`src/verilog/dtm_pkg.sv`:
```
// Purpose: Constants for the dual timer and third timer control block
// Assumes: Register port with byte addresses as printed, 8-bit data
// Notes on behaviour
// Basic timer overflow flag set by hardware, cleared on vector ack or software write.
// Basic timer runs only while its run bit is one.
// External interrupt flag set on selected edge or level, cleared by ack or software.
// Type bit selects falling edge (one) or low level (zero) trigger.
// Mode 0 counts 13 bits: high byte plus low five bits of low byte.
// Rollover of the active width from all ones to zero sets overflow flag.
// Count enabled when run is one and gate is zero or pin high.
// Setting run bit leaves the count registers unchanged.
// Mode 1 cascades high and low bytes into one 16-bit counter.
// Mode 2 reloads low byte from high byte on overflow, sets flag.
// Second timer in mode 3 stops and holds its count.
// First timer mode 3: low byte own controls, high byte machine cycles with second controls.
// With first in mode 3, second starts and stops by leaving and entering mode 3. Code also needs the second run bit one.
// Third timer mode chosen from run, clock selects, capture select and output enable.
// Third overflow flag set on overflow, never in baud or clock-out, software clear.
// Third external flag set on trigger fall when enabled, outside clock-out, software clear. Code also needs the start/stop bit one.
// Clock select bits route third or second timer overflows to UART clocks.
// Trigger fall causes capture or reload when enabled and not clocking UART. Code does neither in clock-out or while the timer is stopped.
// Third timer runs only while its start/stop bit is one.
// Counter select picks machine-cycle tick or external falling edges.
// Capture/reload select ignored in baud mode, reload on overflow forced.
// Mode register bit 1 clock output enable, bit 0 up/down enable, rest zero.
// Timer function increments once per machine cycle of six oscillator periods.
// Counter function increments on sampled one-to-zero of the count pin.
// Vector acknowledge per source clears basic overflow and external flags.
package dtm_pkg;
  localparam logic [7:0] DTM_ADDR_TCTL  = 8'h88;
  localparam logic [7:0] DTM_ADDR_BASIC_TIMER_MODE_SELECT  = 8'h89;
  localparam logic [7:0] DTM_ADDR_T2CTL = 8'hc8;
  localparam logic [7:0] DTM_ADDR_THIRD_TIMER_MODE = 8'hc9;
  localparam logic [7:0] DTM_ADDR_TL0   = 8'h8a;
  localparam logic [7:0] DTM_ADDR_TL1   = 8'h8b;
  localparam logic [7:0] DTM_ADDR_TH0   = 8'h8c;
  localparam logic [7:0] DTM_ADDR_TH1   = 8'h8d;
  localparam logic [7:0] DTM_ADDR_RCAPL = 8'hca;
  localparam logic [7:0] DTM_ADDR_RCAPH = 8'hcb;
  localparam logic [7:0] DTM_ADDR_TL2   = 8'hcc;
  localparam logic [7:0] DTM_ADDR_TH2   = 8'hcd;
  localparam logic [7:0] DTM_RST_BYTE   = 8'h00;
  localparam logic [7:0] DTM_THIRD_TIMER_MODE_MASK = 8'h03;
  // Timer control bit positions
  localparam int DTM_TF1 = 7;
  localparam int DTM_TR1 = 6;
  localparam int DTM_TF0 = 5;
  localparam int DTM_TR0 = 4;
  localparam int DTM_IE1 = 3;
  localparam int DTM_IT1 = 2;
  localparam int DTM_IE0 = 1;
  localparam int DTM_IT0 = 0;
  // Third timer control and mode register bit positions
  localparam int DTM_TF2  = 7;
  localparam int DTM_THIRD_TIMER_EXTERNAL_FLAG = 6;
  localparam int DTM_RCLK = 5;
  localparam int DTM_UART_TRANSMIT_CLOCK_SELECT = 4;
  localparam int DTM_EXEN = 3;
  localparam int DTM_TR2  = 2;
  localparam int DTM_CT2  = 1;
  localparam int DTM_CPRL = 0;
  localparam int DTM_OE   = 1;
  localparam int DTM_UP_DOWN_COUNT_ENABLE = 0;
  // Mode select nibble: gate, c/t, m1, m0
  localparam int DTM_GATE = 3;
  localparam int DTM_CT   = 2;
  localparam logic [1:0] DTM_M13 = 2'h0;
  localparam logic [1:0] DTM_M16 = 2'h1;
  localparam logic [1:0] DTM_M8R = 2'h2;
  localparam logic [1:0] DTM_MSPLIT = 2'h3;
  // Machine cycle timing
  localparam int DTM_CLK_MHZ = 100;
  localparam int DTM_OSC_PER_MC = 6;
  localparam int DTM_MC_NS = 60;
  localparam int DTM_MC_CYC = (DTM_MC_NS * DTM_CLK_MHZ) / 1000;
  typedef enum logic [2:0] {
    DTM_T2_OFF, DTM_T2_RELOAD, DTM_T2_CAPTURE, DTM_T2_CLKOUT, DTM_T2_BAUD
  } dtm_t2_mode_t;
endpackage : dtm_pkg

```
`src/verilog/dtm_sync_fall.sv`:
```
// Purpose: Two-flop synchroniser with a sampled-fall detector
// Assumes: Sample strobe marks machine-cycle boundaries
// Notes: First flop read only by the second
`timescale 1ns/1ps
`default_nettype none
module dtm_sync_fall (
  input  wire logic clk_sys_i,
  input  wire logic rst_b_i,
  input  wire logic pin_i,
  input  wire logic sample_i,
  output logic      level_o,
  output logic      fall_o
);
  logic meta_q;
  logic samp_q;
  always_ff @(posedge clk_sys_i) begin
    if (!rst_b_i) begin
      meta_q  <= 1'b1;
      level_o <= 1'b1;
    end else begin
      meta_q  <= pin_i;
      level_o <= meta_q;
    end
  end
  // Fall seen when one sample high and the next low
  always_ff @(posedge clk_sys_i) begin
    if (!rst_b_i) begin
      samp_q <= 1'b1;
      fall_o <= 1'b0;
    end else if (sample_i) begin
      samp_q <= level_o;
      fall_o <= samp_q & ~level_o;
    end else begin
      fall_o <= 1'b0;
    end
  end
endmodule : dtm_sync_fall
`default_nettype wire

```
`src/verilog/dtm_timer_block.sv`:
```
// Purpose: Two basic timers, external interrupt flags, third timer control
// Assumes: Register port, read data the cycle after the read strobe
// Notes: One machine cycle every six system clocks
//
// Implementation choice: the plain strobed port.
`timescale 1ns/1ps
`default_nettype none
module dtm_timer_block (
  input  wire logic       clk_sys_i,
  input  wire logic       rst_b_i,
  input  wire logic [7:0] addr_i,
  input  wire logic [7:0] wdata_i,
  input  wire logic       wr_i,
  input  wire logic       rd_i,
  output logic      [7:0] rdata_o,
  input  wire logic [1:0] cnt_pin_i,
  input  wire logic [1:0] ext_irq_pin_b_i,
  input  wire logic       t2_cnt_pin_i,
  input  wire logic       t2_trig_pin_i,
  input  wire logic [1:0] ack_timer_i,
  input  wire logic [1:0] ack_ext_i,
  output logic      [1:0] timer_irq_o,
  output logic      [1:0] ext_irq_o,
  output logic            t2_irq_o,
  output logic            uart_rx_tick_o,
  output logic            uart_tx_tick_o
);
  logic [7:0] tctl_q;
  logic [7:0] basic_timer_mode_select_q;
  logic [7:0] t2ctl_q;
  logic [7:0] third_timer_mode_q;
  logic [7:0] tl_q [2];
  logic [7:0] th_q [2];
  logic [7:0] rcapl_q;
  logic [7:0] rcaph_q;
  logic [15:0] t2_q;
  logic [2:0] mc_cnt_q;
  logic       mc_tick;
  logic [1:0] cnt_fall;
  logic [1:0] irq_lvl;
  logic [1:0] irq_fall;
  logic       t2c_fall;
  logic       t2x_lvl;
  logic       t2x_fall;
  logic [1:0] inc;
  logic       th0_inc;
  logic [1:0] ov;
  logic       th0_ov;
  logic       t2_ov;
  logic       t2_inc;
  logic       t2_trig_evt;
  logic       wr_tctl;
  logic       wr_t2ctl;
  dtm_pkg::dtm_t2_mode_t t2_mode;

  function automatic logic wr_hit(input logic [7:0] a, input logic [7:0] r, input logic w);
    wr_hit = w && (a == r);
  endfunction : wr_hit

  assign wr_tctl  = wr_hit(addr_i, dtm_pkg::DTM_ADDR_TCTL, wr_i);
  assign wr_t2ctl = wr_hit(addr_i, dtm_pkg::DTM_ADDR_T2CTL, wr_i);

  // ----------------------------------------
  // Machine cycle and input synchronisers
  // ----------------------------------------
  always_ff @(posedge clk_sys_i) begin
    if (!rst_b_i) begin
      mc_cnt_q <= 3'h0;
    end else if (mc_tick) begin
      mc_cnt_q <= 3'h0;
    end else begin
      mc_cnt_q <= mc_cnt_q + 3'h1;
    end
  end
  assign mc_tick = (mc_cnt_q == 3'(dtm_pkg::DTM_MC_CYC - 1));

  genvar g;
  generate
    for (g = 0; g < 2; g++) begin : g_pin
      dtm_sync_fall u_cnt (
        .clk_sys_i (clk_sys_i),
        .rst_b_i   (rst_b_i),
        .pin_i     (cnt_pin_i[g]),
        .sample_i  (mc_tick),
        .level_o   (),
        .fall_o    (cnt_fall[g])
      );
      dtm_sync_fall u_irq (
        .clk_sys_i (clk_sys_i),
        .rst_b_i   (rst_b_i),
        .pin_i     (ext_irq_pin_b_i[g]),
        .sample_i  (mc_tick),
        .level_o   (irq_lvl[g]),
        .fall_o    (irq_fall[g])
      );
    end
  endgenerate
  dtm_sync_fall u_t2c (
    .clk_sys_i (clk_sys_i),
    .rst_b_i   (rst_b_i),
    .pin_i     (t2_cnt_pin_i),
    .sample_i  (mc_tick),
    .level_o   (),
    .fall_o    (t2c_fall)
  );
  dtm_sync_fall u_t2x (
    .clk_sys_i (clk_sys_i),
    .rst_b_i   (rst_b_i),
    .pin_i     (t2_trig_pin_i),
    .sample_i  (mc_tick),
    .level_o   (t2x_lvl),
    .fall_o    (t2x_fall)
  );

  // ----------------------------------------
  // Basic timer count enables
  // ----------------------------------------
  always_comb begin
    for (int i = 0; i < 2; i++) begin
      // Counter function pulses arrive the cycle after the sampled fall
      inc[i] = tctl_q[dtm_pkg::DTM_TR0 + 2 * i]
               && (!basic_timer_mode_select_q[4 * i + dtm_pkg::DTM_GATE] || irq_lvl[i])
               && (basic_timer_mode_select_q[4 * i + dtm_pkg::DTM_CT] ? cnt_fall[i] : mc_tick);
    end
    if (basic_timer_mode_select_q[5:4] == dtm_pkg::DTM_MSPLIT) begin
      inc[1] = 1'b0;
    end
    th0_inc = tctl_q[dtm_pkg::DTM_TR1] && mc_tick;
  end

  // ----------------------------------------
  // Basic timer counters
  // ----------------------------------------
  generate
    for (g = 0; g < 2; g++) begin : g_tmr
      logic [1:0] md;
      assign md = basic_timer_mode_select_q[4 * g + 1 -: 2];
      always_comb begin
        case (md)
          dtm_pkg::DTM_M13: ov[g] = inc[g] && (&th_q[g]) && (&tl_q[g][4:0]);
          dtm_pkg::DTM_M16: ov[g] = inc[g] && (&th_q[g]) && (&tl_q[g]);
          default:          ov[g] = inc[g] && (&tl_q[g]);
        endcase
      end
      // Count registers change only on counts or writes, never on run
      always_ff @(posedge clk_sys_i) begin
        if (!rst_b_i) begin
          tl_q[g] <= dtm_pkg::DTM_RST_BYTE;
        end else if (wr_hit(addr_i, g ? dtm_pkg::DTM_ADDR_TL1 : dtm_pkg::DTM_ADDR_TL0, wr_i)) begin
          tl_q[g] <= wdata_i;
        end else if (inc[g]) begin
          case (md)
            dtm_pkg::DTM_M13: tl_q[g] <= {tl_q[g][7:5], tl_q[g][4:0] + 5'h01};
            dtm_pkg::DTM_M8R: tl_q[g] <= ov[g] ? th_q[g] : tl_q[g] + 8'h01;
            default:          tl_q[g] <= tl_q[g] + 8'h01;
          endcase
        end
      end
      always_ff @(posedge clk_sys_i) begin
        if (!rst_b_i) begin
          th_q[g] <= dtm_pkg::DTM_RST_BYTE;
        end else if (wr_hit(addr_i, g ? dtm_pkg::DTM_ADDR_TH1 : dtm_pkg::DTM_ADDR_TH0, wr_i)) begin
          th_q[g] <= wdata_i;
        end else if (g == 0 && md == dtm_pkg::DTM_MSPLIT) begin
          if (th0_inc) begin
            th_q[g] <= th_q[g] + 8'h01;
          end
        end else if (inc[g]) begin
          if (md == dtm_pkg::DTM_M13 && (&tl_q[g][4:0])) begin
            th_q[g] <= th_q[g] + 8'h01;
          end else if (md == dtm_pkg::DTM_M16 && (&tl_q[g])) begin
            th_q[g] <= th_q[g] + 8'h01;
          end
        end
      end
    end
  endgenerate
  assign th0_ov = (basic_timer_mode_select_q[1:0] == dtm_pkg::DTM_MSPLIT) && th0_inc && (&th_q[0]);

  // ----------------------------------------
  // Timer control register and flags
  // ----------------------------------------
  always_ff @(posedge clk_sys_i) begin
    if (!rst_b_i) begin
      tctl_q <= dtm_pkg::DTM_RST_BYTE;
    end else begin
      logic [7:0] n;
      n = wr_tctl ? wdata_i : tctl_q;
      for (int i = 0; i < 2; i++) begin
        if (ack_timer_i[i]) begin
          n[dtm_pkg::DTM_TF0 + 2 * i] = 1'b0;
        end
        if (ack_ext_i[i]) begin
          n[dtm_pkg::DTM_IE0 + 2 * i] = 1'b0;
        end
        // Set wins over software or acknowledge clear
        if (ov[i] && !(i == 1 && basic_timer_mode_select_q[1:0] == dtm_pkg::DTM_MSPLIT)) begin
          n[dtm_pkg::DTM_TF0 + 2 * i] = 1'b1;
        end
        if (tctl_q[dtm_pkg::DTM_IT0 + 2 * i] ? irq_fall[i] : !irq_lvl[i]) begin
          n[dtm_pkg::DTM_IE0 + 2 * i] = 1'b1;
        end
      end
      if (th0_ov) begin
        n[dtm_pkg::DTM_TF1] = 1'b1;
      end
      tctl_q <= n;
    end
  end

  always_ff @(posedge clk_sys_i) begin
    if (!rst_b_i) begin
      basic_timer_mode_select_q <= dtm_pkg::DTM_RST_BYTE;
    end else if (wr_hit(addr_i, dtm_pkg::DTM_ADDR_BASIC_TIMER_MODE_SELECT, wr_i)) begin
      basic_timer_mode_select_q <= wdata_i;
    end
  end

  // ----------------------------------------
  // Third timer
  // ----------------------------------------
  always_comb begin
    if (!t2ctl_q[dtm_pkg::DTM_TR2]) begin
      t2_mode = dtm_pkg::DTM_T2_OFF;
    end else if (t2ctl_q[dtm_pkg::DTM_RCLK] || t2ctl_q[dtm_pkg::DTM_UART_TRANSMIT_CLOCK_SELECT]) begin
      t2_mode = dtm_pkg::DTM_T2_BAUD;
    end else if (t2ctl_q[dtm_pkg::DTM_CPRL]) begin
      t2_mode = dtm_pkg::DTM_T2_CAPTURE;
    end else if (third_timer_mode_q[dtm_pkg::DTM_OE]) begin
      t2_mode = dtm_pkg::DTM_T2_CLKOUT;
    end else begin
      t2_mode = dtm_pkg::DTM_T2_RELOAD;
    end
  end
  assign t2_inc = (t2_mode != dtm_pkg::DTM_T2_OFF)
                  && (t2ctl_q[dtm_pkg::DTM_CT2] ? t2c_fall : mc_tick);
  assign t2_ov = t2_inc && (&t2_q);
  assign t2_trig_evt = t2ctl_q[dtm_pkg::DTM_EXEN] && t2x_fall;

  always_ff @(posedge clk_sys_i) begin
    if (!rst_b_i) begin
      t2_q <= 16'h0000;
    end else if (wr_hit(addr_i, dtm_pkg::DTM_ADDR_TL2, wr_i)) begin
      t2_q[7:0] <= wdata_i;
    end else if (wr_hit(addr_i, dtm_pkg::DTM_ADDR_TH2, wr_i)) begin
      t2_q[15:8] <= wdata_i;
    end else if (t2_trig_evt && t2_mode == dtm_pkg::DTM_T2_RELOAD) begin
      t2_q <= {rcaph_q, rcapl_q};
    end else if (t2_ov && t2_mode != dtm_pkg::DTM_T2_CAPTURE) begin
      t2_q <= {rcaph_q, rcapl_q};
    end else if (t2_inc) begin
      t2_q <= t2_q + 16'h0001;
    end
  end

  always_ff @(posedge clk_sys_i) begin
    if (!rst_b_i) begin
      rcapl_q <= dtm_pkg::DTM_RST_BYTE;
      rcaph_q <= dtm_pkg::DTM_RST_BYTE;
    end else if (t2_trig_evt && t2_mode == dtm_pkg::DTM_T2_CAPTURE) begin
      {rcaph_q, rcapl_q} <= t2_q;
    end else if (wr_hit(addr_i, dtm_pkg::DTM_ADDR_RCAPL, wr_i)) begin
      rcapl_q <= wdata_i;
    end else if (wr_hit(addr_i, dtm_pkg::DTM_ADDR_RCAPH, wr_i)) begin
      rcaph_q <= wdata_i;
    end
  end

  always_ff @(posedge clk_sys_i) begin
    if (!rst_b_i) begin
      t2ctl_q <= dtm_pkg::DTM_RST_BYTE;
    end else begin
      logic [7:0] n;
      n = wr_t2ctl ? wdata_i : t2ctl_q;
      if (t2_ov && t2_mode != dtm_pkg::DTM_T2_BAUD && t2_mode != dtm_pkg::DTM_T2_CLKOUT) begin
        n[dtm_pkg::DTM_TF2] = 1'b1;
      end
      if (t2_trig_evt && t2_mode != dtm_pkg::DTM_T2_CLKOUT && t2_mode != dtm_pkg::DTM_T2_OFF) begin
        n[dtm_pkg::DTM_THIRD_TIMER_EXTERNAL_FLAG] = 1'b1;
      end
      t2ctl_q <= n;
    end
  end

  always_ff @(posedge clk_sys_i) begin
    if (!rst_b_i) begin
      third_timer_mode_q <= dtm_pkg::DTM_RST_BYTE;
    end else if (wr_hit(addr_i, dtm_pkg::DTM_ADDR_THIRD_TIMER_MODE, wr_i)) begin
      third_timer_mode_q <= wdata_i & dtm_pkg::DTM_THIRD_TIMER_MODE_MASK;
    end
  end

  // ----------------------------------------
  // Outputs and read port
  // ----------------------------------------
  always_ff @(posedge clk_sys_i) begin
    if (!rst_b_i) begin
      timer_irq_o    <= 2'h0;
      ext_irq_o      <= 2'h0;
      t2_irq_o       <= 1'b0;
      uart_rx_tick_o <= 1'b0;
      uart_tx_tick_o <= 1'b0;
    end else begin
      timer_irq_o    <= {tctl_q[dtm_pkg::DTM_TF1], tctl_q[dtm_pkg::DTM_TF0]};
      ext_irq_o      <= {tctl_q[dtm_pkg::DTM_IE1], tctl_q[dtm_pkg::DTM_IE0]};
      t2_irq_o       <= t2ctl_q[dtm_pkg::DTM_TF2] | t2ctl_q[dtm_pkg::DTM_THIRD_TIMER_EXTERNAL_FLAG];
      uart_rx_tick_o <= t2ctl_q[dtm_pkg::DTM_RCLK] ? t2_ov : ov[1];
      uart_tx_tick_o <= t2ctl_q[dtm_pkg::DTM_UART_TRANSMIT_CLOCK_SELECT] ? t2_ov : ov[1];
    end
  end

  always_ff @(posedge clk_sys_i) begin
    if (!rst_b_i) begin
      rdata_o <= 8'h00;
    end else if (rd_i) begin
      case (addr_i)
        dtm_pkg::DTM_ADDR_TCTL:  rdata_o <= tctl_q;
        dtm_pkg::DTM_ADDR_BASIC_TIMER_MODE_SELECT:  rdata_o <= basic_timer_mode_select_q;
        dtm_pkg::DTM_ADDR_T2CTL: rdata_o <= t2ctl_q;
        dtm_pkg::DTM_ADDR_THIRD_TIMER_MODE: rdata_o <= third_timer_mode_q;
        dtm_pkg::DTM_ADDR_TL0:   rdata_o <= tl_q[0];
        dtm_pkg::DTM_ADDR_TL1:   rdata_o <= tl_q[1];
        dtm_pkg::DTM_ADDR_TH0:   rdata_o <= th_q[0];
        dtm_pkg::DTM_ADDR_TH1:   rdata_o <= th_q[1];
        dtm_pkg::DTM_ADDR_RCAPL: rdata_o <= rcapl_q;
        dtm_pkg::DTM_ADDR_RCAPH: rdata_o <= rcaph_q;
        dtm_pkg::DTM_ADDR_TL2:   rdata_o <= t2_q[7:0];
        dtm_pkg::DTM_ADDR_TH2:   rdata_o <= t2_q[15:8];
        default:                 rdata_o <= 8'h00;
      endcase
    end else begin
      rdata_o <= 8'h00;
    end
  end

  // ----------------------------------------
  // Checks
  // ----------------------------------------
  a_mc_period: assert property (@(posedge clk_sys_i) disable iff (!rst_b_i)
    mc_tick |=> !mc_tick [*5] ##1 mc_tick) else $error("machine cycle not six clocks");
  a_run_gate: assert property (@(posedge clk_sys_i) disable iff (!rst_b_i)
    !tctl_q[dtm_pkg::DTM_TR0] && !wr_hit(addr_i, dtm_pkg::DTM_ADDR_TL0, wr_i) |=> $stable(tl_q[0]))
    else $error("first timer moved while stopped");
  a_ovf_flag: assert property (@(posedge clk_sys_i) disable iff (!rst_b_i)
    ov[0] |=> tctl_q[dtm_pkg::DTM_TF0]) else $error("overflow flag not set");
  a_reload_low: assert property (@(posedge clk_sys_i) disable iff (!rst_b_i)
    ov[0] && basic_timer_mode_select_q[1:0] == dtm_pkg::DTM_M8R && !wr_i |=> tl_q[0] == $past(th_q[0]))
    else $error("low byte not reloaded");
  a_t1_held: assert property (@(posedge clk_sys_i) disable iff (!rst_b_i)
    basic_timer_mode_select_q[5:4] == dtm_pkg::DTM_MSPLIT && !wr_i |=> $stable(tl_q[1]))
    else $error("second timer counted in mode 3");
  a_tf2_baud: assert property (@(posedge clk_sys_i) disable iff (!rst_b_i)
    t2_mode == dtm_pkg::DTM_T2_BAUD && !t2ctl_q[dtm_pkg::DTM_TF2] && !wr_t2ctl |=> !t2ctl_q[dtm_pkg::DTM_TF2])
    else $error("third overflow flag set in baud mode");
  a_ext_level: assert property (@(posedge clk_sys_i) disable iff (!rst_b_i)
    !tctl_q[dtm_pkg::DTM_IT0] && !irq_lvl[0] |=> tctl_q[dtm_pkg::DTM_IE0])
    else $error("low level did not set flag");
  a_t2_stop: assert property (@(posedge clk_sys_i) disable iff (!rst_b_i)
    !t2ctl_q[dtm_pkg::DTM_TR2] && !wr_i |=> $stable(t2_q)) else $error("third timer moved while off");
  c_ovf0: cover property (@(posedge clk_sys_i) ov[0]);
  c_th0: cover property (@(posedge clk_sys_i) th0_ov);
  c_capt: cover property (@(posedge clk_sys_i) t2_trig_evt && t2_mode == dtm_pkg::DTM_T2_CAPTURE);
endmodule : dtm_timer_block
`default_nettype wire
```
`config.mk`:
```
export PLATFORM = sky130hd
export DESIGN_NAME = dtm_timer_block
export DESIGN_NICKNAME = d
export VERILOG_FILES = /design/src/verilog/dtm_pkg.sv /design/src/verilog/dtm_sync_fall.sv /design/src/verilog/dtm_timer_block.sv
export SDC_FILE = /design/constraint.sdc
export NUM_CORES = 1
export LEC_CHECK = 0
export BUFFER_PORTS_ARGS = -buffer_cell sky130_fd_sc_hd__buf_2
export CAP_MARGIN = 5
export CORE_ASPECT_RATIO = 0.7
export CORE_UTILIZATION = 63
export CTS_CLUSTER_DIAMETER = 200
export DETAILED_ROUTE_END_ITERATION = 16
export PLACE_DENSITY = 0.84
export SLEW_MARGIN = 5
export SYNTH_ARGS = -nofsm -noshare
export SYNTH_HDL_FRONTEND = slang
export SYNTH_HIERARCHICAL = 1
export SYNTH_SLANG_ARGS = --single-unit
```
`constraint.sdc`:
```
create_clock -name clk_sys_i -period 4.3 [get_ports clk_sys_i]
set_input_delay 1.075 -clock clk_sys_i [delete_from_list [all_inputs] [get_ports clk_sys_i]]
set_output_delay 1.075 -clock clk_sys_i [all_outputs]
set_load 0.02 [all_outputs]
```
Yosys cells after proc, flatten, opt, wreduce, memory -nomap -nowiden
Memories as Yosys holds them, arrays and structs flattened.
Cells that the tools add are included.
W data, S select, Z words.
Word-level totals
  register bits: 100
  RAM bits: 32
  input bits: 30
  word-level logic and storage cells: 317
  memories kept: 2
Memories
  th_q: depth 2, bits a word 8, read ports 2, clocked after memory_dff 0, write ports 2, RTL line dtm_timer_block.sv:33  | logic [7:0] th_q [2];
  tl_q: depth 2, bits a word 8, read ports 2, clocked after memory_dff 0, write ports 2, RTL line dtm_timer_block.sv:32  | logic [7:0] tl_q [2];
Operators by class
  add/subtract/negate cells: 8
  equal/unequal tests: 26
  muxes and demuxes: 128
  bitwise gates (word level): 30
  reductions and logical operators: 78
Operator list (number)
  $mux W8: 27
  $eq A8 B8 Y1 const B: 12
  $pmux W8 S12: 1
  $mux W1: 91
  $mux W16: 3
  $logic_and A1 B1 Y1: 42
  $add A8 B1 Y8 const B: 4
  $reduce_and A8 Y1: 4
  $add A16 B1 Y16 const B: 1
  $or A1 B1 Y1: 16
  $reduce_and A16 Y1: 1
  $reduce_bool A3 Y1: 4
  $reduce_bool A4 Y1: 3
  $add A5 B1 Y5 const B: 2
  $reduce_and A2 Y1: 5
  $reduce_and A5 Y1: 2
  $eq A2 B2 Y1 const B: 4
  $not A1 Y1: 8
  $reduce_bool A2 Y1: 4
  $and A1 B1 Y1: 6
  $mux W3: 2
  $ne A3 B2 Y1 const B: 2
  $reduce_or A2 Y1: 3
  $logic_not A1 Y1: 5
  other kinds (11): 18

Logic depth before layout (Yosys ltp)
Gate-level depths: netlist of run 1.
  depth in word-level cells: 12
  gate-level depth with buffers: 9

Modules after synthesis
Netlist of run 1, hierarchy kept.
Modules (own cells, without submodules)
  dtm_timer_block: times used 1, cells each 762, area an instance 6662.6 µm², sequential area each 2482.4 µm²
  dtm_sync_fall: times used 6, cells each 9, area an instance 116.4 µm², sequential area each 80.1 µm²

Least setup slack after synthesis of run 1
OpenSTA, ideal clock, no wires.
  kind: input to register
  start: input port addr_i[5]
  end: memory tl_q[0][7] (data pin)
  arrival time: 2527 ps
  required time: 4039 ps
  setup slack: 1512 ps
  stages on the path: 6
  buffers on the path: 0
  path through: or4b_4 > o31a_1 > nor2b_1 > o21ai_1 > nor2_1 > a221o_1
RTL lines
  from (decl): RTL line dtm_timer_block.sv:11  | input wire logic [7:0] addr_i,
  to (decl): RTL line dtm_timer_block.sv:32

Worst setup path after layout of run 1
  start: input port addr_i[1]
  end: register t2_q[8]
On the way
  longest elaborated chain between the ends: 4
  elaborated cells between the ends (all ways): 8
  those cells by class: eq/ne: 2; mux: 1; bitwise: 1; reduce/logical: 4
Ends and longest elaborated chain
  $eq A8 B8 Y1: RTL line dtm_timer_block.sv:57  | wr_hit = w && (a == r);
  $logic_and A1 B1 Y1: RTL line dtm_timer_block.sv:57
  $reduce_bool A4 Y1 (no line) / $not A1 Y1 (equally long branches)
  $reduce_and A2 Y1 (no line)
  to (signal assigned): RTL line dtm_timer_block.sv:246  | t2_q[15:8] <= wdata_i;
  to (signal assigned): RTL line dtm_timer_block.sv:248  | t2_q <= {rcaph_q, rcapl_q};
  to (signal assigned): RTL line dtm_timer_block.sv:250  | t2_q <= {rcaph_q, rcapl_q};
  to (decl): RTL line dtm_timer_block.sv:36  | logic [15:0] t2_q;
Parallel ways exist; a longest one is shown, timed or not.
A chain may end at the register's enable or synchronous reset.

==> impl_metrics.tcl, run 1 <==
set metrics [dict create \
    path_cells "buf_2 > nor2b_1 > nand2_1 > nor2_2 > o31ai_2 > a22oi_1 > o22ai_2" \
    drt_wl_total_mm 22.65 \
    async_reset_ff_share_pct 0 \
    tns_ps 0 \
    critPathArrivalTime_ps 3410 \
    outcome "complete, no violations" \
    peakVddDrop_mv 0.3220 \
    via_count 6800 \
    cts_tree "built" \
    crit_path_end_kind "flip-flop" \
    ys_types 74 \
    drive_gt1_share_pct 14.05 \
    ctsHoldBuffers 0 \
    rsz0062_at_grt "false" \
    hp-class "reg -> reg" \
    cts.sinks 132 \
    final_nets 873 \
    synth_edf_count 32 \
    dieArea_um2 12130 \
    coreArea_um2 11210 \
    wl_per_cell_um 22.65 \
    syn_area_per_cell_um2 9.021 \
    grt_pass1_wl_mm 35.20 \
    cp-start-kind "input port" \
    die_height_um 92.44 \
    cts_buffers 17 \
    rows 32 \
    yosys_warnings 6 \
    worstMarginPinSlew_ps 1025 \
    drc 0 \
    power.density_nw_per_um2 357.9 \
    critPathSlowestCell "o31ai_2" \
    skew_ps 9.528 \
    worst-path-max-fanout 37 \
    synth_flop_cell "dfxtp_1" \
    diodes 0 \
    slew-limit-headroom_pct 31.53 \
    seq_area_frac_synth_pct 40.25 \
    cts.repair.resized 0 \
    path_clk_slew_ps 60 \
    period_minus_slack_ps 3068 \
    max_freq_mhz 325.9 \
    path_buf_inv 1 \
    ys_seq_elements 132 \
    globalRouteOverflowTotal 0 \
    ant_nets 0 \
    syn-num-nets 855 \
    leakagePower_nw 2.849 \
    reg2reg_slack_ps 1380 \
    slowest_delay_ps 690 \
    place_congestion 1.000 \
    hold_ws_ps 407.3 \
    required_ps 4640 \
    finalHoldViolations 0 \
    io_pins 45 \
    syn_inst 816 \
    initial_utilization_pct 65.66 \
    drtIter0Drc 1016 \
    grt_pass1_vias 6299 \
    clockRootBuffer "clkbuf_16" \
    track_usage_pct 38.32 \
    portBuffers 44 \
    num-fill-cells 812 \
    antenna_found_initial 0 \
    critical_path_class "in -> reg" \
    vias_per_cell 6.800 \
    max-clock-path-buffers 2 \
    dpl.hpwl_mm 16.08 \
    ctsHtreeMaxLevel 4 \
    finalCritPeriodShare_pct 71.35 \
    maxCapViolations 0 \
    cp_top_family "compound AO/OA/AOI/OAI gates" \
    synthToLayoutAreaGrowth_pct 11.10 \
    netlist_area_um2 7361 \
    drt-pass1-iter-count 7 \
    final_common_cell "dfxtp_1" \
    final_cell_mix "100 x dfxtp_1, 88 x nand2_1, 64 x mux2i_1" \
    postCtsSetupRepairBufs 0 \
    clk_latency_ps 420 \
    grt_start_max_net_pins 64 \
    die_w_um 131.2 \
    finalSetupViolCount 0 \
    slew_viol_final 0 \
]
## cells in the mapped netlist (all sizes together) (4+ instances only)
cell	n	area, um2
nor2	70	287.8
or2	4	25.03
nand3b	5	37.54
a22o	7	61.31
edfxtp	32	960.9
nor3	16	102.6
o21ai	39	195.2
a21oi	36	180.2
buf	15	106.3
and3	12	80.08
ha	9	112.6
nand2b	23	143.9
a221oi	5	43.79
a22oi	31	232.7
xor2	20	175.2
nand2	89	336.6
nor2b	7	43.79
nand3	47	235.2
and2	14	87.58
mux2i	64	640.6
o31ai	5	47.54
a211oi	16	120.1
inv	10	37.53
and4b	6	60.06
xnor2	16	140.1
nand4	8	65.06
dfxtp	100	2002
o22ai	23	200.2
clkbuf	38	142.6
a31oi	6	37.54
nor4	4	37.53
## layout make-up
class / count / area (um2) / share of cell area (%)
Multi-Input combinational cell: 621 / 4111 / 50.28
Inverter: 10 / 37.54 / 0.4590
Sequential cell: 132 / 2963 / 36.23
Clock inverter: 14 / 155.1 / 1.897
Timing Repair Buffer: 52 / 280.3 / 3.427
Clock buffer: 18 / 439.2 / 5.370
Tap cell: 153 / 191.4 / 2.341
## flip-flops by register name (all words and copies together) (netlist names), 2 cells and up
signal / flops
mc_cnt_q: 3
g_pin.u_irq/fall_o: 2
ext_irq_o: 2
tctl_q: 8
g_pin.u_cnt/fall_o: 2
g_pin.u_cnt/level_o: 2
basic_timer_mode_select_q: 8
rcaph_q: 8
th_q: 16
g_pin.u_irq/samp_q: 2
g_pin.u_irq/meta_q: 2
timer_irq_o: 2
rdata_o: 8
rcapl_q: 8
g_pin.u_cnt/meta_q: 2
t2ctl_q: 8
g_pin.u_irq/level_o: 2
g_pin.u_cnt/samp_q: 2
tl_q: 16
t2_q: 16
third_timer_mode_q: 2
## layer usage
metal	routed length (um)	track usage, %	vias to the layer above
li1	-	-	3060
met1	9092	52.59	3159
met2	9566	57.18	513
met3	3306	10.51	68
met4	684	15.00	0
met5	0	0	-
## cells by family (layout without fill, tap and decap cells)
kind of cell | count (synthesis) | count (layout) | share of synthesized area (%)
simple gates | 313 | 313 | 22.05
flops | 132 | 132 | 40.25
mux | 65 | 65 | 8.856
buf+inv | 63 | 94 | 3.892
xor+xnor | 36 | 36 | 4.283
fa+ha+maj | 9 | 9 | 1.530
compound gates | 198 | 198 | 19.14
## path summary, 6_finish.rpt
check / start / to / depth (start not counted)
worst max-delay path: addr_i[1] / t2_q[8]$_SDFFE_PN0P_ / 7
worst min-delay path: g_pin[1].u_cnt/meta_q$_SDFF_PN1_ / g_pin[1].u_cnt/level_o$_SDFF_PN1_ / 1
worst max register to register: mc_cnt_q[0]$_SDFF_PP0_ / tl_q[0][0]$_DFFE_PP_ / 7
worst min register to register: g_pin[1].u_cnt/meta_q$_SDFF_PN1_ / g_pin[1].u_cnt/level_o$_SDFF_PN1_ / 1
## power by group
part	switching [mW]	internal (mW)	total (mW)	leakage [nW]
Combinational	0.106	0.0470	0.153	1.42
Sequential	0.0287	1.29	1.32	1.13
Clock	0.613	0.840	1.45	0.296
Total	0.748	2.18	2.93	2.85
## metrics by stage
step / power [mW] / cells / instance area (um2) / setup slack, ps / utilization (%)
6_report: 2.927 / 1000 / 8178 / 1232 / 72.95
5_1_grt: 2.990 / 1000 / 8178 / 1110 / 72.95
4_1_cts: 2.923 / 1000 / 8178 / 1382 / 72.95
3_5_place_dp: 1.492 / 968 / 7584 / 955.1 / 67.65
3_3_place_gp: 1.488 / 968 / 7584 / 1007 / 67.65
2_1_floorplan: 1.427 / 816 / 7361 / 1512 / -
Power figures use the tool's default switching activity.
==> run 2: changes to the inputs <==
--- a/config.mk
+++ b/config.mk
@@ -5,13 +5,14 @@
 export SDC_FILE = /design/constraint.sdc
 export NUM_CORES = 1
 export LEC_CHECK = 0
+export ABC_AREA = 1
 export BUFFER_PORTS_ARGS = -buffer_cell sky130_fd_sc_hd__buf_2
 export CAP_MARGIN = 5
 export CORE_ASPECT_RATIO = 0.7
-export CORE_UTILIZATION = 63
+export CORE_UTILIZATION = 56
 export CTS_CLUSTER_DIAMETER = 200
 export DETAILED_ROUTE_END_ITERATION = 16
-export PLACE_DENSITY = 0.84
+export PLACE_DENSITY = 0.79
 export SLEW_MARGIN = 5
 export SYNTH_ARGS = -nofsm -noshare
 export SYNTH_HDL_FRONTEND = slang
==> constraint.sdc (replaced) <==
create_clock -name clk_sys_i -period 2.6 [get_ports clk_sys_i]
set_input_delay 0.65 -clock clk_sys_i [delete_from_list [all_inputs] [get_ports clk_sys_i]]
set_output_delay 0.65 -clock clk_sys_i [all_outputs]
set_load 0.02 [all_outputs]
==> impl_metrics.tcl, run 2 <==
set metrics [dict create \
    track_usage_pct 38.27 \
    drt_wl_total_mm 26.54 \
    grt_start_max_net_pins 42 \
    crit_path_end_kind "flip-flop" \
    yosys_warnings 6 \
    diodes 0 \
    hp-class "in -> reg" \
    initial_utilization_pct 58.65 \
    ys_seq_elements 132 \
    ant_nets 0 \
    top_regs "t2_q (16), th_q (16), tl_q (16)" \
    comb_power_share_pct 5.8 \
    clockRootBuffer "clkbuf_16" \
    leakagePower_nw 3.943 \
    required_ps 2780 \
    io_pins 45 \
    synth.area.top_cells "dfxtp_1 25%, nand2_1 13%, edfxtp_1 12%" \
    outcome "complete, no violations" \
    hold_depth 3 \
    synthToLayoutAreaGrowth_pct 13.95 \
    p_int_mw 3.598 \
    syn_inst 1149 \
    ctsHoldBuffers 0 \
    seqPwrFrac_pct 44.0 \
    cts.sinks 132 \
    antenna_found_initial 0 \
    slew_viol_final 0 \
    peakVddDrop_mv 0.5104 \
    clkPwrFrac_pct 50.1 \
    die_height_um 101.3 \
    ys_types 40 \
    syn-num-nets 1188 \
    worst-path-max-fanout 8 \
    reg2reg_slack_ps 180 \
    final_common_cell "nand2_1" \
    syn_area_per_cell_um2 6.863 \
    final_nets 1247 \
    globalRouteOverflowTotal 0 \
    finalSetupViolCount 0 \
    synth_flop_cell "dfxtp_1" \
    rows 35 \
    design_area_um2 8985 \
    ctsHtreeMaxLevel 4 \
    worstRegToRegCells 15 \
    p_switching_mw 1.338 \
    worstSetupStartpoint "tl_q[1][1]$_SDFFCE_PN0P_" \
    dieArea_um2 14570 \
    timing.rr.end "tl_q[1][6]$_SDFFCE_PN0P_" \
    coreArea_um2 13440 \
    drive_gt1_share_pct 12.53 \
    place_congestion 1.100 \
    rsz0062_at_grt "false" \
    max_freq_mhz 413.0 \
    dpl.hpwl_mm 20.05 \
    grt_pass1_wl_mm 41.18 \
    tns_ps 0 \
    portBuffers 44 \
    whs_endpoint "g_pin[1].u_cnt/meta_q$_SDFF_PN1_" \
    synth_top_cell_by_area "dfxtp_1" \
    critical_path_class "reg -> reg" \
    path_clk_slew_ps 70 \
    sw_frac_of_total_pct 27.11 \
    max-clock-path-buffers 2 \
    synth_common_cells "281 x nand2_1, 178 x inv_1, 114 x nand3_1" \
    worstMarginPinSlew_ps 499.1 \
    grt_pass1_vias 7370 \
    clk_latency_ps 420 \
    total_power_mw 4.936 \
    synth_most_common_cell "nand2_1" \
    via_count 8177 \
    maxCapViolations 0 \
    drt-pass1-iter-count 6 \
    wl_per_cell_um 18.88 \
    cts_tree "built" \
    cp-start-kind "flip-flop" \
    die_w_um 143.8 \
    cts_buffers 17 \
    vias_per_cell 5.816 \
    period_minus_slack_ps 2422 \
    yosysTopAreaCellShare_pct 25.39 \
    drc 0 \
    seq_area_frac_synth_pct 37.58 \
    placed_cell_area_um2 8349 \
    slew-limit-headroom_pct 66.69 \
    min_from "cnt_pin_i[1]" \
    critPathArrivalTime_ps 2600 \
    finalCritPeriodShare_pct 93.14 \
    final_cell_mix "281 x nand2_1, 178 x inv_1, 114 x nand3_1" \
    hold_ws_ps 388.5 \
    drtIter0Drc 1272 \
    skew_ps 9.571 \
    synth_edf_count 32 \
    finalHoldViolations 0 \
    netlist_area_um2 7885 \
    power.density_nw_per_um2 549.4 \
    async_reset_ff_share_pct 0 \
    r2r_start "tl_q[1][1]$_SDFFCE_PN0P_" \
]
==> run 2: cell count changes in the layout (fill, tap and decap cells not counted), sizes merged, moves of 27 or more <==
cell	previous run	this run
a21oi	36	80
a22oi	31	0
inv	20	199
mux2i	64	0
nand2	89	293
nand3	47	122
nor2	70	100
o22ai	23	50
==> run 2: kinds of logic after synthesis <==
kind of cell,synth area share (%)
buffers and inverters,10.66
flip-flops,37.58
AND/OR/NAND/NOR,32.32
adder cells (fa/ha/maj),1.428
AO/OA/AOI/OAI,14.57
XOR/XNOR,3.443
==> run 2: through the flow <==
| stage | worst slack, ps | std cells | util (%) |
|---|---|---|---|
| 3_5_place_dp | 174.1 | 1372 | 62.10 |
| 2_1_floorplan | 475.1 | 1149 | - |
| 4_1_cts | 146.7 | 1404 | 66.65 |
| 3_3_place_gp | 98.19 | 1372 | 62.10 |
| 5_1_grt | 28.91 | 1406 | 66.83 |
| 6_report | 178.4 | 1406 | 66.83 |
==> run 2: final cells by class <==
class | instances | area [um2]
fill | 1229 | 4459
multi-input combinational | 803 | 4090
sequential | 132 | 2963
inverter | 192 | 720.7
clock buffer | 17 | 425.4
timing repair buffer | 62 | 367.9
tap | 185 | 231.5
clock inverter | 15 | 186.4
==> run 2: per-layer routing <==
layer / vias up / routed length [um] / GRT usage [%]
met5: - / 0 / 0
met1: 3689 / 11760 / 56.70
li1: 3889 / - / -
met2: 545 / 10230 / 52.84
met4: 0 / 518 / 8.511
met3: 54 / 4035 / 12.96
==> run 2: repair_timing <==
item,in CTS,in global routing
hold endpoints to repair,0,0
resized for setup,0,2
setup buffers,0,2
endpoints found under the setup margin,0,5
==> run 2: worst max-delay path: stages, from the launching register on <==
cell and delay (ps):
edfxtp_1 430, ha_1 250, nand3_1 140, inv_1 140
ha_1 160, inv_1 70, a21oi_2 180, nand2_1 70
nor2_1 110, nand3_1 160, nand2_4 170, nand2_1 80
nand3_1 70, nand3_1 70, nand2_1 60, inv_1 40
==> run 2: worst max-delay path by stage <==
stage,end,cells past startpoint
finish,tl_q[1][6]$_SDFFCE_PN0P_,15
global route,th_q[0][0]$_DFFE_PP_,9
CTS,tl_q[1][6]$_SDFFCE_PN0P_,15
detailed placement,tl_q[1][6]$_SDFFCE_PN0P_,15
global placement,tl_q[1][6]$_SDFFCE_PN0P_,15
floorplan,tl_q[1][5]$_SDFFCE_PN0P_,11
==> run 2: power groups by stage <==
stage	clock [mW]	sequential (mW)	combinational [mW]
after global placement	0	2.22	0.271
after floorplan	0	2.20	0.152
after global routing	2.57	2.18	0.308
after detailed placement	0	2.22	0.271
final	2.48	2.17	0.287
after CTS	2.48	2.17	0.274
==> run 3: changes to the inputs <==
--- a/config.mk
+++ b/config.mk
@@ -9,10 +9,10 @@
 export BUFFER_PORTS_ARGS = -buffer_cell sky130_fd_sc_hd__buf_2
 export CAP_MARGIN = 5
 export CORE_ASPECT_RATIO = 0.7
-export CORE_UTILIZATION = 56
+export CORE_UTILIZATION = 62
 export CTS_CLUSTER_DIAMETER = 200
 export DETAILED_ROUTE_END_ITERATION = 16
-export PLACE_DENSITY = 0.79
+export PLACE_DENSITY = 0.83
 export SLEW_MARGIN = 5
 export SYNTH_ARGS = -nofsm -noshare
 export SYNTH_HDL_FRONTEND = slang
==> constraint.sdc (replaced) <==
create_clock -name clk_sys_i -period 2.4 [get_ports clk_sys_i]
set_input_delay 0.6 -clock clk_sys_i [delete_from_list [all_inputs] [get_ports clk_sys_i]]
set_output_delay 0.6 -clock clk_sys_i [all_outputs]
set_load 0.02 [all_outputs]
==> impl_metrics.tcl, run 3 (synthesis results as in run 2) <==
set metrics [dict create \
    drt-pass1-iter-count 5 \
    dpl.hpwl_mm 19.05 \
    antenna_found_initial 0 \
    cp-start-kind "flip-flop" \
    ant_nets 0 \
    place_ws_ps 126.0 \
    portBuffers 44 \
    top_regs "t2_q (16), th_q (16), tl_q (16)" \
    tns_ps 0 \
    comb_power_share_pct 5.9 \
    peakVddDrop_mv 0.5204 \
    finalCritPeriodShare_pct 92.86 \
    cts.sinks 132 \
    reg2reg_slack_ps 170 \
    maxCapViolations 0 \
    path_buf_inv 3 \
    drive_gt1_share_pct 14.16 \
    dieArea_um2 13180 \
    critPathSlowestCell "edfxtp_1" \
    initial_utilization_pct 63.48 \
    drtIter0Drc 1318 \
    via_count 8241 \
    power.density_nw_per_um2 578.9 \
    io_pins 45 \
    leakagePower_nw 4.003 \
    cp_top_family "simple AND/OR/NAND/NOR gates" \
    critPathArrivalTime_ps 2420 \
    p_switching_mw 1.337 \
    seqPwrFrac_pct 44.8 \
    clk_latency_ps 430 \
    drc 0 \
    globalRouteOverflowTotal 0 \
    wl_per_cell_um 18.31 \
    rows 34 \
    die_height_um 96.36 \
    clockRootBuffer "clkbuf_16" \
    cts_tree "built" \
    cts_buffers 17 \
    worstMarginPinSlew_ps 705.3 \
    slew-limit-headroom_pct 52.62 \
    fin_ws_ps 171.3 \
    crit_path_end_kind "flip-flop" \
    p_int_mw 3.904 \
    final_common_cell "nand2_1" \
    final_nets 1262 \
    outcome "complete, no violations" \
    required_ps 2590 \
    final_cell_mix "281 x nand2_1, 177 x inv_1, 112 x nand3_1" \
    vias_per_cell 5.895 \
    grt_start_max_net_pins 27 \
    grt_pass1_vias 7155 \
    ctsHoldBuffers 0 \
    path_clk_slew_ps 60 \
    die_w_um 136.8 \
    worst-path-max-fanout 6 \
    max_freq_mhz 448.7 \
    hp-class "in -> reg" \
    slowest_delay_ps 420 \
    num-fill-cells 1046 \
    place_congestion 1.027 \
    period_minus_slack_ps 2229 \
    drt_wl_total_mm 25.60 \
    total_power_mw 5.240 \
    max-clock-path-buffers 2 \
    clkPwrFrac_pct 49.2 \
    grt_pass1_wl_mm 38.83 \
    sw_frac_of_total_pct 25.51 \
    critPathMostFrequentCell "nand2_1" \
    finalSetupViolCount 0 \
    ctsHtreeMaxLevel 4 \
    critical_path_class "reg -> reg" \
    finalHoldViolations 0 \
    slew_viol_final 0 \
    synthToLayoutAreaGrowth_pct 14.80 \
    track_usage_pct 40.30 \
    coreArea_um2 12420 \
    diodes 0 \
    path_cells "ha_2 > nand3_2 > inv_2 > ha_1 > inv_1 > a21oi_2 > nand2_1 > nor2_2 > nand3_2 > nand2_4 > nand2_1 > nand3_1 > nand3_1 > nand2_1 > inv_1" \
    skew_ps 8.039 \
]
-- run 3: changes by cell type in the layout (fill, tap and decap cells not counted), moves of 3 or more --
| cell | before | now |
|---|---|---|
| inv_8 | 5 | 1 |
| clkinv_8 | 3 | 0 |
| clkinv_2 | 0 | 3 |
| buf_4 | 17 | 33 |
-- run 3: worst min-delay path, cell delays in order --
cell	delay, ps
buf_2	70
inv_1	30
nand2_1	40
-- run 3: layout make-up --
cell class              count  area (um2)  share of cell area [%]
repair buffers             77       467.9                   5.169
flip-flops and latches    132        2963                   32.73
multi-input cells         803        4124                   45.56
clock buffers              19       454.2                   5.017
well taps                 162       202.7                   2.239
clock inverters            13       120.1                   1.327
inverters                 192       720.7                   7.961
-- run 3: per-stage QoR --
stage	utilization [%]	area, um2	instances	hold slack [ps]
final	72.87	9052	1398	340.7
after global routing	72.87	9052	1398	344.1
after CTS	72.23	8972	1393	337.7
after detailed placement	67.61	8398	1361	391.8
after global placement	67.61	8398	1361	383.8
after floorplan	-	7885	1149	379.5
-- run 3: power groups by stage --
stage / sequential, mW / clock, mW / combinational, mW
2_1_floorplan: 2.39 / 0 / 0.164
3_3_place_gp: 2.39 / 0 / 0.289
3_5_place_dp: 2.40 / 0 / 0.291
4_1_cts: 2.35 / 2.58 / 0.294
5_1_grt: 2.35 / 2.69 / 0.332
6_report: 2.35 / 2.58 / 0.310
-- run 3: routing by layer --
metal	vias to the layer above	GRT usage, %	wire (um)	share of wire, %
met5	-	0	0	0
met4	0	11.08	630	2.5
met3	58	12.74	3785	15
met2	524	56.09	9923	39
met1	3739	58.96	11260	44
li1	3920	-	-	-
-- run 3: final timing paths --
check                            from                               end  cells after the start
max reg2reg  tl_q[1][0]$_SDFFCE_PN0P_          tl_q[1][6]$_SDFFCE_PN0P_                     15
max          tl_q[1][0]$_SDFFCE_PN0P_          tl_q[1][6]$_SDFFCE_PN0P_                     15
min                ext_irq_pin_b_i[0]  g_pin[0].u_irq/meta_q$_SDFF_PN1_                      3
min reg2reg   u_t2x/meta_q$_SDFF_PN1_          u_t2x/level_o$_SDFF_PN1_                      2
-- run 3: timing repair --
item	CTS	global route
setup endpoints to repair	0	17
resized for setup	0	11
buffers inserted	0	5
